### src/core/fdcr_pkg.sv
// constants for the floppy and dma configuration register bank
package fdcr_pkg;
	// register indices; byte address is four times the index
	localparam logic [7:0] IDX_LDN      = 8'h07;
	localparam logic [7:0] IDX_POWER    = 8'h22;
	localparam logic [7:0] IDX_ACTIVATE = 8'h30;
	localparam logic [7:0] IDX_DMA_SEL  = 8'h74;
	localparam logic [7:0] IDX_FMODE    = 8'hF0;
	localparam logic [7:0] IDX_FOPT     = 8'hF1;
	localparam logic [7:0] IDX_FTYPE    = 8'hF2;
	localparam logic [7:0] IDX_FRSV     = 8'hF3;
	localparam logic [7:0] IDX_DRV0     = 8'hF4;
	localparam logic [7:0] IDX_DRV1     = 8'hF5;
	// reset values
	localparam logic [7:0] RST_LDN      = 8'h00;
	localparam logic [2:0] RST_DMA_SEL  = 3'h4;
	localparam logic [7:0] RST_FMODE    = 8'h0E;
	localparam logic [7:0] RST_FOPT     = 8'h00;
	localparam logic [7:0] RST_FTYPE    = 8'hFF;
	localparam logic [7:0] RST_DRV      = 8'h00;
	// writable bits
	localparam logic [7:0] MASK_FMODE   = 8'hDF;
	localparam logic [7:0] MASK_FOPT    = 8'hCC;
	localparam logic [7:0] MASK_DRV     = 8'h5B;
	// field positions
	localparam int DMA_NONE_BIT = 2;
	localparam int FM_ENH       = 0;
	localparam int FM_NOBURST   = 1;
	localparam int FM_IF_LO     = 2;
	localparam int FM_SWAP      = 4;
	localparam int FM_PUSHPULL  = 6;
	localparam int FM_TRIST     = 7;
	localparam int FO_DENS_LO   = 2;
	localparam int FO_BOOT_LO   = 6;
	localparam int FO_BOOT_NONE = 7;
	localparam int FT_A_LO      = 0;
	localparam int FT_B_LO      = 2;
	localparam int DRV_TYPE_LO  = 0;
	localparam int DRV_RATE_LO  = 3;
	localparam int DRV_PTS      = 6;
	// codes
	localparam logic [1:0] DENS_FORCE1 = 2'h2;
	localparam logic [1:0] DENS_FORCE0 = 2'h3;
	localparam logic [2:0] ECR_FIFO    = 3'h2;
	localparam logic [2:0] ECR_ECP     = 3'h3;
	localparam logic [2:0] ECR_TEST    = 3'h6;
	localparam logic [7:0] LDN_FDC     = 8'h00;
	localparam logic [7:0] LDN_PP      = 8'h03;
	localparam logic [7:0] LDN_SP1     = 8'h04;
	localparam logic [7:0] LDN_SP2     = 8'h05;
	// function slots
	localparam int NUM_DEV = 4;
	localparam int DEV_FDC = 0;
	localparam int DEV_PP  = 1;
	localparam int DEV_SP1 = 2;
	localparam int DEV_SP2 = 3;
	localparam int NUM_CH  = 4;
	localparam int NUM_PIN = 5;
endpackage

### src/core/fdcr_config_regs.sv
// configuration bank: dma select, output gating, floppy vendor registers
`timescale 1ns/1ps
// Summary of operation
// - dma select low three bits: 0..3 pick channel, 4..7 no dma
// - channel active only with select 0..3 and the function's dma enable
// - parallel ecp dma also needs the ecp control dma enable bit
// - request pins not used by any function float
// - a function's own disable bit disables its irq and dack
// - floppy gate off or powerdown: irq, dack float, requests ignored
// - serial irq floats while its modem control aux bit is zero
// - parallel irq floats in standard modes while irq gate is zero
// - ecp: dma by dma enable; modes 010,011,110 irq always on
// - vendor registers reset only on hard reset, never soft reset
// - mode bit 0 picks normal or enhanced floppy mode
// - mode bit 1: zero burst dma, one non-burst (default)
// - mode bits 3:2 pick interface personality, 11 default
// - mode bit 4 swaps drive and motor selects 0 and 1
// - mode bit 6: zero open drain, one push-pull floppy outputs
// - mode bit 7 floats floppy outputs; parallel-routed pins unaffected
// - option bits 3:2 density: normal, forced one, forced zero
// - option bits 7:6 boot drive 0, 1, or none
// - type register holds drive types A and B, resets to all ones
// - index F3 is read-only and reads zero
// - per-drive register: type, rate table, precomp disable; others zero
// - second drive register mirrors first in layout and default
// - activate and power bits are one; changing either changes both
module fdcr_config_regs
	import fdcr_pkg::*;
(
	input  wire logic        ref_clk_i,
	input  wire logic        rst_i,
	input  wire logic        soft_rst_i,
	input  wire logic        hsel_i,
	input  wire logic [31:0] haddr_i,
	input  wire logic [1:0]  htrans_i,
	input  wire logic        hwrite_i,
	input  wire logic [2:0]  hsize_i,
	input  wire logic [31:0] hwdata_i,
	input  wire logic        hready_i,
	output logic             hreadyout_o,
	output logic             hresp_o,
	output logic [31:0]      hrdata_o,
	input  wire logic [3:0]  base_ok_i,
	input  wire logic        floppy_dma_gate_i,
	input  wire logic        fdc_pwrdn_i,
	input  wire logic        pp_ecp_mode_i,
	input  wire logic [2:0]  ecr_mode_i,
	input  wire logic        ecp_dma_gate_i,
	input  wire logic        parallel_irq_gate_i,
	input  wire logic [1:0]  uart_aux_irq_gate_i,
	input  wire logic        uart2_dma_gate_i,
	input  wire logic [3:0]  dev_drq_i,
	input  wire logic [3:0]  dack_n_i,
	output logic [3:0]       dev_dack_o,
	output logic [3:0]       dma_request_pins_o,
	output logic [3:0]       dma_request_pins_oe_o,
	output logic [3:0]       irq_oe_o,
	input  wire logic [1:0]  core_drive_sel_i,
	input  wire logic [1:0]  core_motor_i,
	input  wire logic        core_density_i,
	output logic [4:0]       fpin_o,
	output logic [4:0]       fpin_oe_o,
	output logic             enhanced_mode_o,
	output logic             burst_en_o,
	output logic [1:0]       if_mode_o,
	output logic [1:0]       boot_drive_o,
	output logic             boot_valid_o,
	output logic [1:0]       drive_a_type_o,
	output logic [1:0]       drive_b_type_o,
	output logic [1:0]       drive0_type_sel_o,
	output logic [1:0]       drive1_type_sel_o,
	output logic [1:0]       drive0_rate_table_sel_o,
	output logic [1:0]       drive1_rate_table_sel_o,
	output logic             drive0_precomp_disable_o,
	output logic             drive1_precomp_disable_o
);
	import fdcr_pkg::*;

	logic [7:0] ldn_q;
	logic [3:0] dev_on_q;
	logic [2:0] dma_sel_q [NUM_DEV];
	logic [7:0] fmode_q;
	logic [7:0] fopt_q;
	logic [7:0] ftype_q;
	logic [7:0] drv_q [2];
	logic       wr_q;
	logic       rd_q;
	logic       rd_done_q;
	logic       ok_q;
	logic [7:0] idx_q;
	logic [31:0] hrdata_q;
	logic [7:0] rdata_d;
	logic       accept;
	logic       cur_ok;
	logic [1:0] cur_slot;
	logic       cur_fdc;
	logic [3:0] act;
	logic [3:0] irq_en;
	logic [3:0] fn_en;
	logic [3:0] drq_oe_d;
	logic [3:0] drq_d;
	logic       pp_irq_on;
	logic [1:0] dsel_sw;
	logic [1:0] mot_sw;
	logic       dens_lvl;
	logic [4:0] pin_lvl;

	// slot of the selected logical device, unused numbers are not mapped
	always_comb begin
		cur_ok = 1'b1;
		cur_slot = 2'(DEV_FDC);
		case (ldn_q)
			LDN_FDC: cur_slot = 2'(DEV_FDC);
			LDN_PP:  cur_slot = 2'(DEV_PP);
			LDN_SP1: cur_slot = 2'(DEV_SP1);
			LDN_SP2: cur_slot = 2'(DEV_SP2);
			default: cur_ok = 1'b0;
		endcase
	end
	assign cur_fdc = (ldn_q == LDN_FDC);

	// ahb-lite slave: writes zero wait, reads one wait state
	assign accept = hsel_i & htrans_i[1] & hready_i;
	assign hreadyout_o = ~(rd_q & ~rd_done_q);
	assign hresp_o = 1'b0;
	assign hrdata_o = hrdata_q;

	always_ff @(posedge ref_clk_i) begin
		if (rst_i) begin
			wr_q <= 1'b0;
			rd_q <= 1'b0;
			ok_q <= 1'b0;
			idx_q <= IDX_LDN;
		end else if (hready_i) begin
			wr_q <= accept & hwrite_i;
			rd_q <= accept & ~hwrite_i;
			ok_q <= (haddr_i[31:10] == 22'h000000)
				& (haddr_i[1:0] == 2'h0);
			idx_q <= haddr_i[9:2];
		end
	end

	always_ff @(posedge ref_clk_i) begin
		if (rst_i) begin
			rd_done_q <= 1'b0;
			hrdata_q <= 32'h00000000;
		end else begin
			rd_done_q <= rd_q & ~rd_done_q;
			if (rd_q & ~rd_done_q)
				hrdata_q <= {24'h000000, ok_q ? rdata_d : 8'h00};
		end
	end

	always_comb begin
		rdata_d = 8'h00;
		case (idx_q)
			IDX_LDN: rdata_d = ldn_q;
			IDX_POWER: rdata_d = {4'h0, dev_on_q};
			IDX_ACTIVATE:
				if (cur_ok) rdata_d = {7'h00, dev_on_q[cur_slot]};
			IDX_DMA_SEL:
				if (cur_ok) rdata_d = {5'h00, dma_sel_q[cur_slot]};
			IDX_FMODE: if (cur_fdc) rdata_d = fmode_q;
			IDX_FOPT:  if (cur_fdc) rdata_d = fopt_q;
			IDX_FTYPE: if (cur_fdc) rdata_d = ftype_q;
			IDX_FRSV:  rdata_d = 8'h00;
			IDX_DRV0:  if (cur_fdc) rdata_d = drv_q[0];
			IDX_DRV1:  if (cur_fdc) rdata_d = drv_q[1];
			default:   rdata_d = 8'h00;
		endcase
	end

	// only the hard reset rst_i restores defaults; soft_rst_i is ignored
	always_ff @(posedge ref_clk_i) begin
		if (rst_i)
			ldn_q <= RST_LDN;
		else if (wr_q & ok_q & (idx_q == IDX_LDN))
			ldn_q <= hwdata_i[7:0];
	end

	// one flop per function serves both the activate and power views
	always_ff @(posedge ref_clk_i) begin
		if (rst_i) begin
			dev_on_q <= 4'h0;
		end else if (wr_q & ok_q) begin
			if (idx_q == IDX_POWER)
				dev_on_q <= hwdata_i[3:0];
			else if ((idx_q == IDX_ACTIVATE) & cur_ok)
				dev_on_q[cur_slot] <= hwdata_i[0];
		end
	end

	always_ff @(posedge ref_clk_i) begin
		if (rst_i) begin
			for (int i = 0; i < NUM_DEV; i++)
				dma_sel_q[i] <= RST_DMA_SEL;
		end else if (wr_q & ok_q & cur_ok & (idx_q == IDX_DMA_SEL)) begin
			dma_sel_q[cur_slot] <= hwdata_i[2:0];
		end
	end

	always_ff @(posedge ref_clk_i) begin
		if (rst_i) begin
			fmode_q <= RST_FMODE;
			fopt_q <= RST_FOPT;
			ftype_q <= RST_FTYPE;
			drv_q[0] <= RST_DRV;
			drv_q[1] <= RST_DRV;
		end else if (wr_q & ok_q & cur_fdc) begin
			case (idx_q)
				IDX_FMODE: fmode_q <= hwdata_i[7:0] & MASK_FMODE;
				IDX_FOPT:  fopt_q <= hwdata_i[7:0] & MASK_FOPT;
				IDX_FTYPE: ftype_q <= hwdata_i[7:0];
				IDX_DRV0:  drv_q[0] <= hwdata_i[7:0] & MASK_DRV;
				IDX_DRV1:  drv_q[1] <= hwdata_i[7:0] & MASK_DRV;
				default: ;
			endcase
		end
	end

	// per-function enables: config activate, valid base, own gate bits
	assign fn_en = dev_on_q & base_ok_i;
	assign pp_irq_on = pp_ecp_mode_i & ((ecr_mode_i == ECR_FIFO)
		| (ecr_mode_i == ECR_ECP) | (ecr_mode_i == ECR_TEST));

	always_comb begin
		irq_en[DEV_FDC] = fn_en[DEV_FDC] & floppy_dma_gate_i
			& ~fdc_pwrdn_i;
		irq_en[DEV_PP] = fn_en[DEV_PP]
			& (pp_irq_on | parallel_irq_gate_i);
		irq_en[DEV_SP1] = fn_en[DEV_SP1] & uart_aux_irq_gate_i[0];
		irq_en[DEV_SP2] = fn_en[DEV_SP2] & uart_aux_irq_gate_i[1];
		act[DEV_FDC] = irq_en[DEV_FDC]
			& ~dma_sel_q[DEV_FDC][DMA_NONE_BIT];
		act[DEV_PP] = fn_en[DEV_PP] & pp_ecp_mode_i & ecp_dma_gate_i
			& ~dma_sel_q[DEV_PP][DMA_NONE_BIT];
		act[DEV_SP1] = 1'b0;
		act[DEV_SP2] = fn_en[DEV_SP2] & uart2_dma_gate_i
			& ~dma_sel_q[DEV_SP2][DMA_NONE_BIT];
	end

	// a request pin is driven only while some active function owns it
	always_comb begin
		drq_oe_d = 4'h0;
		drq_d = 4'h0;
		for (int d = 0; d < NUM_DEV; d++) begin
			if (act[d]) begin
				drq_oe_d[dma_sel_q[d][1:0]] = 1'b1;
				if (dev_drq_i[d])
					drq_d[dma_sel_q[d][1:0]] = 1'b1;
			end
		end
	end

	always_comb begin
		for (int d = 0; d < NUM_DEV; d++)
			dev_dack_o[d] = act[d] & ~dack_n_i[dma_sel_q[d][1:0]];
	end

	always_ff @(posedge ref_clk_i) begin
		if (rst_i) begin
			dma_request_pins_o <= 4'h0;
			dma_request_pins_oe_o <= 4'h0;
			irq_oe_o <= 4'h0;
		end else begin
			dma_request_pins_o <= drq_d;
			dma_request_pins_oe_o <= drq_oe_d;
			irq_oe_o <= irq_en;
		end
	end

	// floppy pins: selects swapped on request, select and motor pins active low, density not inverted
	assign dsel_sw = fmode_q[FM_SWAP] ? {core_drive_sel_i[0],
		core_drive_sel_i[1]} : core_drive_sel_i;
	assign mot_sw = fmode_q[FM_SWAP] ? {core_motor_i[0],
		core_motor_i[1]} : core_motor_i;

	always_comb begin
		case (fopt_q[FO_DENS_LO +: 2])
			DENS_FORCE1: dens_lvl = 1'b1;
			DENS_FORCE0: dens_lvl = 1'b0;
			default:     dens_lvl = core_density_i;
		endcase
		pin_lvl = {dens_lvl, ~mot_sw, ~dsel_sw};
	end

	always_ff @(posedge ref_clk_i) begin
		if (rst_i) begin
			fpin_o <= 5'h00;
			fpin_oe_o <= 5'h00;
		end else if (fmode_q[FM_TRIST]) begin
			fpin_o <= 5'h00;
			fpin_oe_o <= 5'h00;
		end else if (fmode_q[FM_PUSHPULL]) begin
			fpin_o <= pin_lvl;
			fpin_oe_o <= 5'h1F;
		end else begin
			fpin_o <= 5'h00;
			fpin_oe_o <= ~pin_lvl;
		end
	end

	assign enhanced_mode_o = fmode_q[FM_ENH];
	assign burst_en_o = ~fmode_q[FM_NOBURST];
	assign if_mode_o = fmode_q[FM_IF_LO +: 2];
	assign boot_drive_o = fopt_q[FO_BOOT_LO +: 2];
	assign boot_valid_o = ~fopt_q[FO_BOOT_NONE];
	assign drive_a_type_o = ftype_q[FT_A_LO +: 2];
	assign drive_b_type_o = ftype_q[FT_B_LO +: 2];
	assign drive0_type_sel_o = drv_q[0][DRV_TYPE_LO +: 2];
	assign drive1_type_sel_o = drv_q[1][DRV_TYPE_LO +: 2];
	assign drive0_rate_table_sel_o = drv_q[0][DRV_RATE_LO +: 2];
	assign drive1_rate_table_sel_o = drv_q[1][DRV_RATE_LO +: 2];
	assign drive0_precomp_disable_o = drv_q[0][DRV_PTS];
	assign drive1_precomp_disable_o = drv_q[1][DRV_PTS];
endmodule // fdcr_config_regs

### config.mk
export PLATFORM = sky130hd
export DESIGN_NAME = fdcr_config_regs
export DESIGN_NICKNAME = d
export VERILOG_FILES = /design/src/core/fdcr_pkg.sv /design/src/core/fdcr_config_regs.sv
export SDC_FILE = /design/constraint.sdc
export NUM_CORES = 1
export LEC_CHECK = 0
export BUFFER_PORTS_ARGS = -buffer_cell sky130_fd_sc_hd__buf_2
export CAP_MARGIN = 40
export CORE_MARGIN = 1.5
export CORE_UTILIZATION = 49
export CTS_CLUSTER_SIZE = 10
export DETAILED_ROUTE_END_ITERATION = 7
export PLACE_DENSITY = 0.8
export SLEW_MARGIN = 20
export SYNTH_ARGS = -nofsm -noshare
export SYNTH_HDL_FRONTEND = slang
export SYNTH_SLANG_ARGS = --single-unit
### constraint.sdc
create_clock -name ref_clk_i -period 2.6 [get_ports ref_clk_i]
set_clock_uncertainty 0.2 [all_clocks]
set_input_delay 0.78 -clock ref_clk_i [delete_from_list [all_inputs] [get_ports ref_clk_i]]
set_output_delay 0.78 -clock ref_clk_i [all_outputs]
set_load 0.02 [all_outputs]
# After elaboration in Yosys (flattened, before gate mapping)
# Memories as Yosys holds them, arrays and structs flattened.
# Index checks and enable logic that the tools add are counted.
# op_classes
n_lt_le_gt_ge	8
mux	61
bitwise	53
n_reduce_logical	16
eq_ne	17
# op_table
operator	count
$pmux W8 S9	1
$mux W8	6
$mux W4	11
$eq A8 B8 Y1 const B	5
$and A1 B1 Y1	27
$eq A8 B3 Y1 const B	3
$mux W1	24
$logic_not A22 Y1	1
$eq A8 B6 Y1 const B	2
$or A4 B4 Y4	4
$mux W5	3
$not A1 Y1	13
$lt A2 B3 Y1 const B	4
$bmux W1 S2	4
$demux W1 S2	4
$eq A8 B2 Y1 const B	1
$eq A8 B7 Y1 const B	1
$ge A2 B1 Y1 const B	4
$logic_not A8 Y1	1
$reduce_and A2 Y1	4
$eq A3 B2 Y1 const B	2
$mux W2	3
$mux W3	2
$pmux W2 S3	1
other kinds (14)	24
# word_totals
memories	2
input_bits	103
wordCells	173
register_bits	73
output_inout_bits	81
ram_bits	22
# mem_list
name	depth	width	rd	rd_ports_with_merged_regs	wr	line_no	source
dma_sel_q	4	3	4	0	4	fdcr_config_regs.sv:81	logic [2:0] dma_sel_q [NUM_DEV];
drv_q	2	5	2	0	2	fdcr_config_regs.sv:85	logic [7:0] drv_q [2];

# Longest topological paths before layout
# An unclocked memory read counts as a cell.
# depth
ltp_word	13
ltp_mapped	8
depth_no_buf	6

# Worst setup path after synthesis
# Ideal clock, no wire load.
# synth_timing
path_type	input port to output port
start	input dack_n_i[3]
end	output dev_dack_o[0]
path_slack_ns	-0.071
t_required_ns	1.620
n_path_buf	0
stages	2
arrival_ns	1.691
path_cell_list	mux4_2 nor3_1
# synth_between
elab_chain_cells	4
# synth_rtl
element	line_no	source
start, declared	fdcr_config_regs.sv:53	input wire logic [3:0] dack_n_i,
$bmux W1 S2	fdcr_config_regs.sv:257	dev_dack_o[d] = act[d] & ~dack_n_i[dma_sel_q[d][1:0]];
$mux W1 (implied by the code)	fdcr_config_regs.sv:257	
$not A1 Y1	fdcr_config_regs.sv:257	
$and A1 B1 Y1	fdcr_config_regs.sv:257	
end, declared	fdcr_config_regs.sv:54	output logic [3:0] dev_dack_o,
# No other way between the ends. The select of a mux whose other input is x is not followed.

# Final worst setup path
# Same ends and word-level chain as after synthesis.

==> impl_metrics.tcl <==
set metrics [dict create \
    clockBufferDepth 2 \
    crit_fanout 3 \
    cts_tree "built" \
    grt_pass1_vias 4102 \
    cts-root-buf "clkbuf_8" \
    maxSlewViolCount 0 \
    critPathSlowestCell "mux4_2" \
    vias 4430 \
    ys_seq_elements 95 \
    leakage_uw 0.002412 \
    tightest_slew_ns 0.5621 \
    clock_sinks 95 \
    num-fill-cells 806 \
    nets 758 \
    fmax_ghz 0.3779 \
    drt_wl_total_um 13030 \
    hold_violations 0 \
    grt_max_degree 27 \
    slowest_delay_ns 0.47 \
    required_ns 1.62 \
    final_common_cell "buf_2" \
    cts_setup_buffers 0 \
    numPortBuffers 127 \
    async_flop_share_pct 0 \
    via_per_inst 5.615 \
    critPathBufInv 2 \
    period_needed_ns 2.646 \
    ys.warnings.count 0 \
    antenna_found_initial 0 \
    violations "negative setup slack" \
    cts_made_buffers 9 \
    rsz0062_at_grt "yes" \
    grt_pass1_wl_um 20290 \
    clk_pin_slew_worst_paths_ns 0.09 \
    crit_chain "buf_6 -> mux4_2 -> nor3_2 -> buf_4" \
    synth_area_sq_um 4808 \
    critPathTopFamily "multiplexers" \
    status "finished with violations" \
    wl_per_cell_um 16.51 \
    postRouteAntennaNets 0 \
    dpl.cell_count 773 \
    synth_seq_area_share_pct 44.13 \
    die_h_um 102.1 \
    drive_above_1_share_pct 30.15 \
    diodes 0 \
    layout_common_cells "buf_2 (120), dfxtp_1 (73), nand2_1 (62)" \
    synth_edf_count 22 \
    drcViolationCount 0 \
    gp_congestion 0.9544 \
    dr.pass1.iters 5 \
    crit_arrival_ns 1.67 \
    start_util_pct 51.31 \
    drt-initial-drc-count 326 \
    p_per_area_nw_per_um2 485.4 \
    rows 35 \
    p_total_uw 2811 \
    setup_slack_ns -0.04634 \
    min_period_over_period_pct 101.8 \
    num_io_pins 184 \
    hold_path_class "reg2reg" \
    setup_viol 1 \
    dieArea_sq_um 10420 \
    area_delta_synth_final_pct 20.43 \
    clk_latency_ns 0.38 \
    core-area_sq_um 9371 \
    yosys_most_used_dff "dfxtp_1" \
    avgSynthCellArea_sq_um 9.159 \
    path_class "in2out" \
    grt_usage_pct 25.40 \
    ir_drop_mv 0.2927 \
    max_cap_violations 0 \
    relSlewSlack_pct 62.36 \
    yosysUniqueCellTypes 60 \
    stdcell_count 789 \
    die-width_um 102.1 \
    htree_levels 3 \
    synth_cells 525 \
    cp-start-kind "primary input" \
    grt-ovfl-total 0 \
    timing.hold.ws_ns 0.2655 \
    dp_hpwl_um 9896 \
    endpoint_kind "output port" \
]
[through the flow]
| stage | cell area (sq um) | utilization, % | TNS [ns] | setup WS (ns) |
|---|---|---|---|---|
| 6_report | 5791 | 61.79 | -0.04634 | -0.04634 |
| 5_1_grt | 5791 | 61.79 | -0.06300 | -0.03990 |
| 4_1_cts | 5786 | 61.74 | -0.07884 | -0.03980 |
| 3_5_place_dp | 5563 | 59.36 | -0.1079 | -0.07004 |
| 3_3_place_gp | 5563 | 59.36 | -0.04042 | -0.02657 |
| 2_1_floorplan | 4915 | - | 0 | 0.05046 |
[cell usage after synthesis (all sizes together) (9+ instances only)]
cell type / n / share of area, %
buf: 44 / 6.6
edfxtp: 22 / 14
dfxtp: 73 / 30
a22oi: 14 / 2.2
nor3: 13 / 1.5
mux2i: 35 / 7.3
inv: 9 / 0.70
a21oi: 20 / 2.1
nand3: 20 / 2.1
nand2: 63 / 5.0
nor2b: 10 / 1.3
nor2: 50 / 3.9
clkbuf: 20 / 1.6
and2: 11 / 1.4
o21ai: 13 / 1.4
[final cells by class]
class	instances	area (sq um)	share of cell area, %
Multi-Input combinational cell	382	2367	40.88
Tap cell	129	161.4	2.787
Sequential cell	95	2122	36.65
Timing Repair Buffer	158	913.4	15.77
Clock buffer	9	123.9	2.139
Inverter	9	33.78	0.5834
Clock inverter	7	68.82	1.188
[worst reg2reg max path, cell delays in order, from the launching register on]
cell and delay, ns:
dfxtp_1 0.35, nor3_1 0.32, and3_1 0.27, nand4_1 0.18
nor4_2 0.43, buf_4 0.22, nand2_1 0.05, nand2_1 0.14
[routing by layer]
layer | up-vias | share of wire [%] | track usage [%]
met5 | - | 0 | 0
met4 | 0 | 2.6 | 11.80
met3 | 30 | 9.2 | 4.309
met2 | 254 | 48 | 42.89
met1 | 2062 | 40 | 31.76
li1 | 2084 | - | -
[registers in the layout, summed over array words and instances, names as in the netlist, 5 cells and up]
register and cells:
hrdata_o 8, fmode_q 7, idx_q 8, dma_sel_q 12
fpin_o 5, ftype_q 8, fpin_oe_o 5, drv_q 10
ldn_q 8
[final timing paths]
path / startpoint / to / slack, ns / cells after the start
max reg2reg: ldn_q[4] / dma_sel_q[1][0] / 0.17 / 7
min reg2reg: hrdata_o[3] / hrdata_o[3] / 0.27 / 2
min: hrdata_o[3] / hrdata_o[3] / 0.27 / 2
max: dack_n_i[3] / dev_dack_o[0] / -0.05 / 4
[cell families after synthesis]
group	after synthesis	synth area share (%)
flip-flops	95	44.13
AO/OA/AOI/OAI	89	12.36
AND/OR/NAND/NOR	223	24.25
other	1	0.07799
multiplexers	43	10.10
XOR/XNOR	1	0.1822
buffers and inverters	73	8.899
[power breakdown]
part / total [uW] / leakage (uW) / switching, uW / internal, uW
combinational: 303 / 0.00151 / 185 / 118
clock: 956 / 0.000101 / 576 / 380
sequential: 1550 / 0.000804 / 23.8 / 1530
total: 2810 / 0.00241 / 785 / 2030
[repair_timing]
item / 4_1_cts / 5_1_grt
endpoints found under the hold margin: 0 / 0
pin swaps: 1 / 1
hold buffers: 0 / 0
gates resized for setup: 6 / 2
setup endpoints to repair: 3 / 4
No activity file was read; power rests on OpenSTA's default activity.
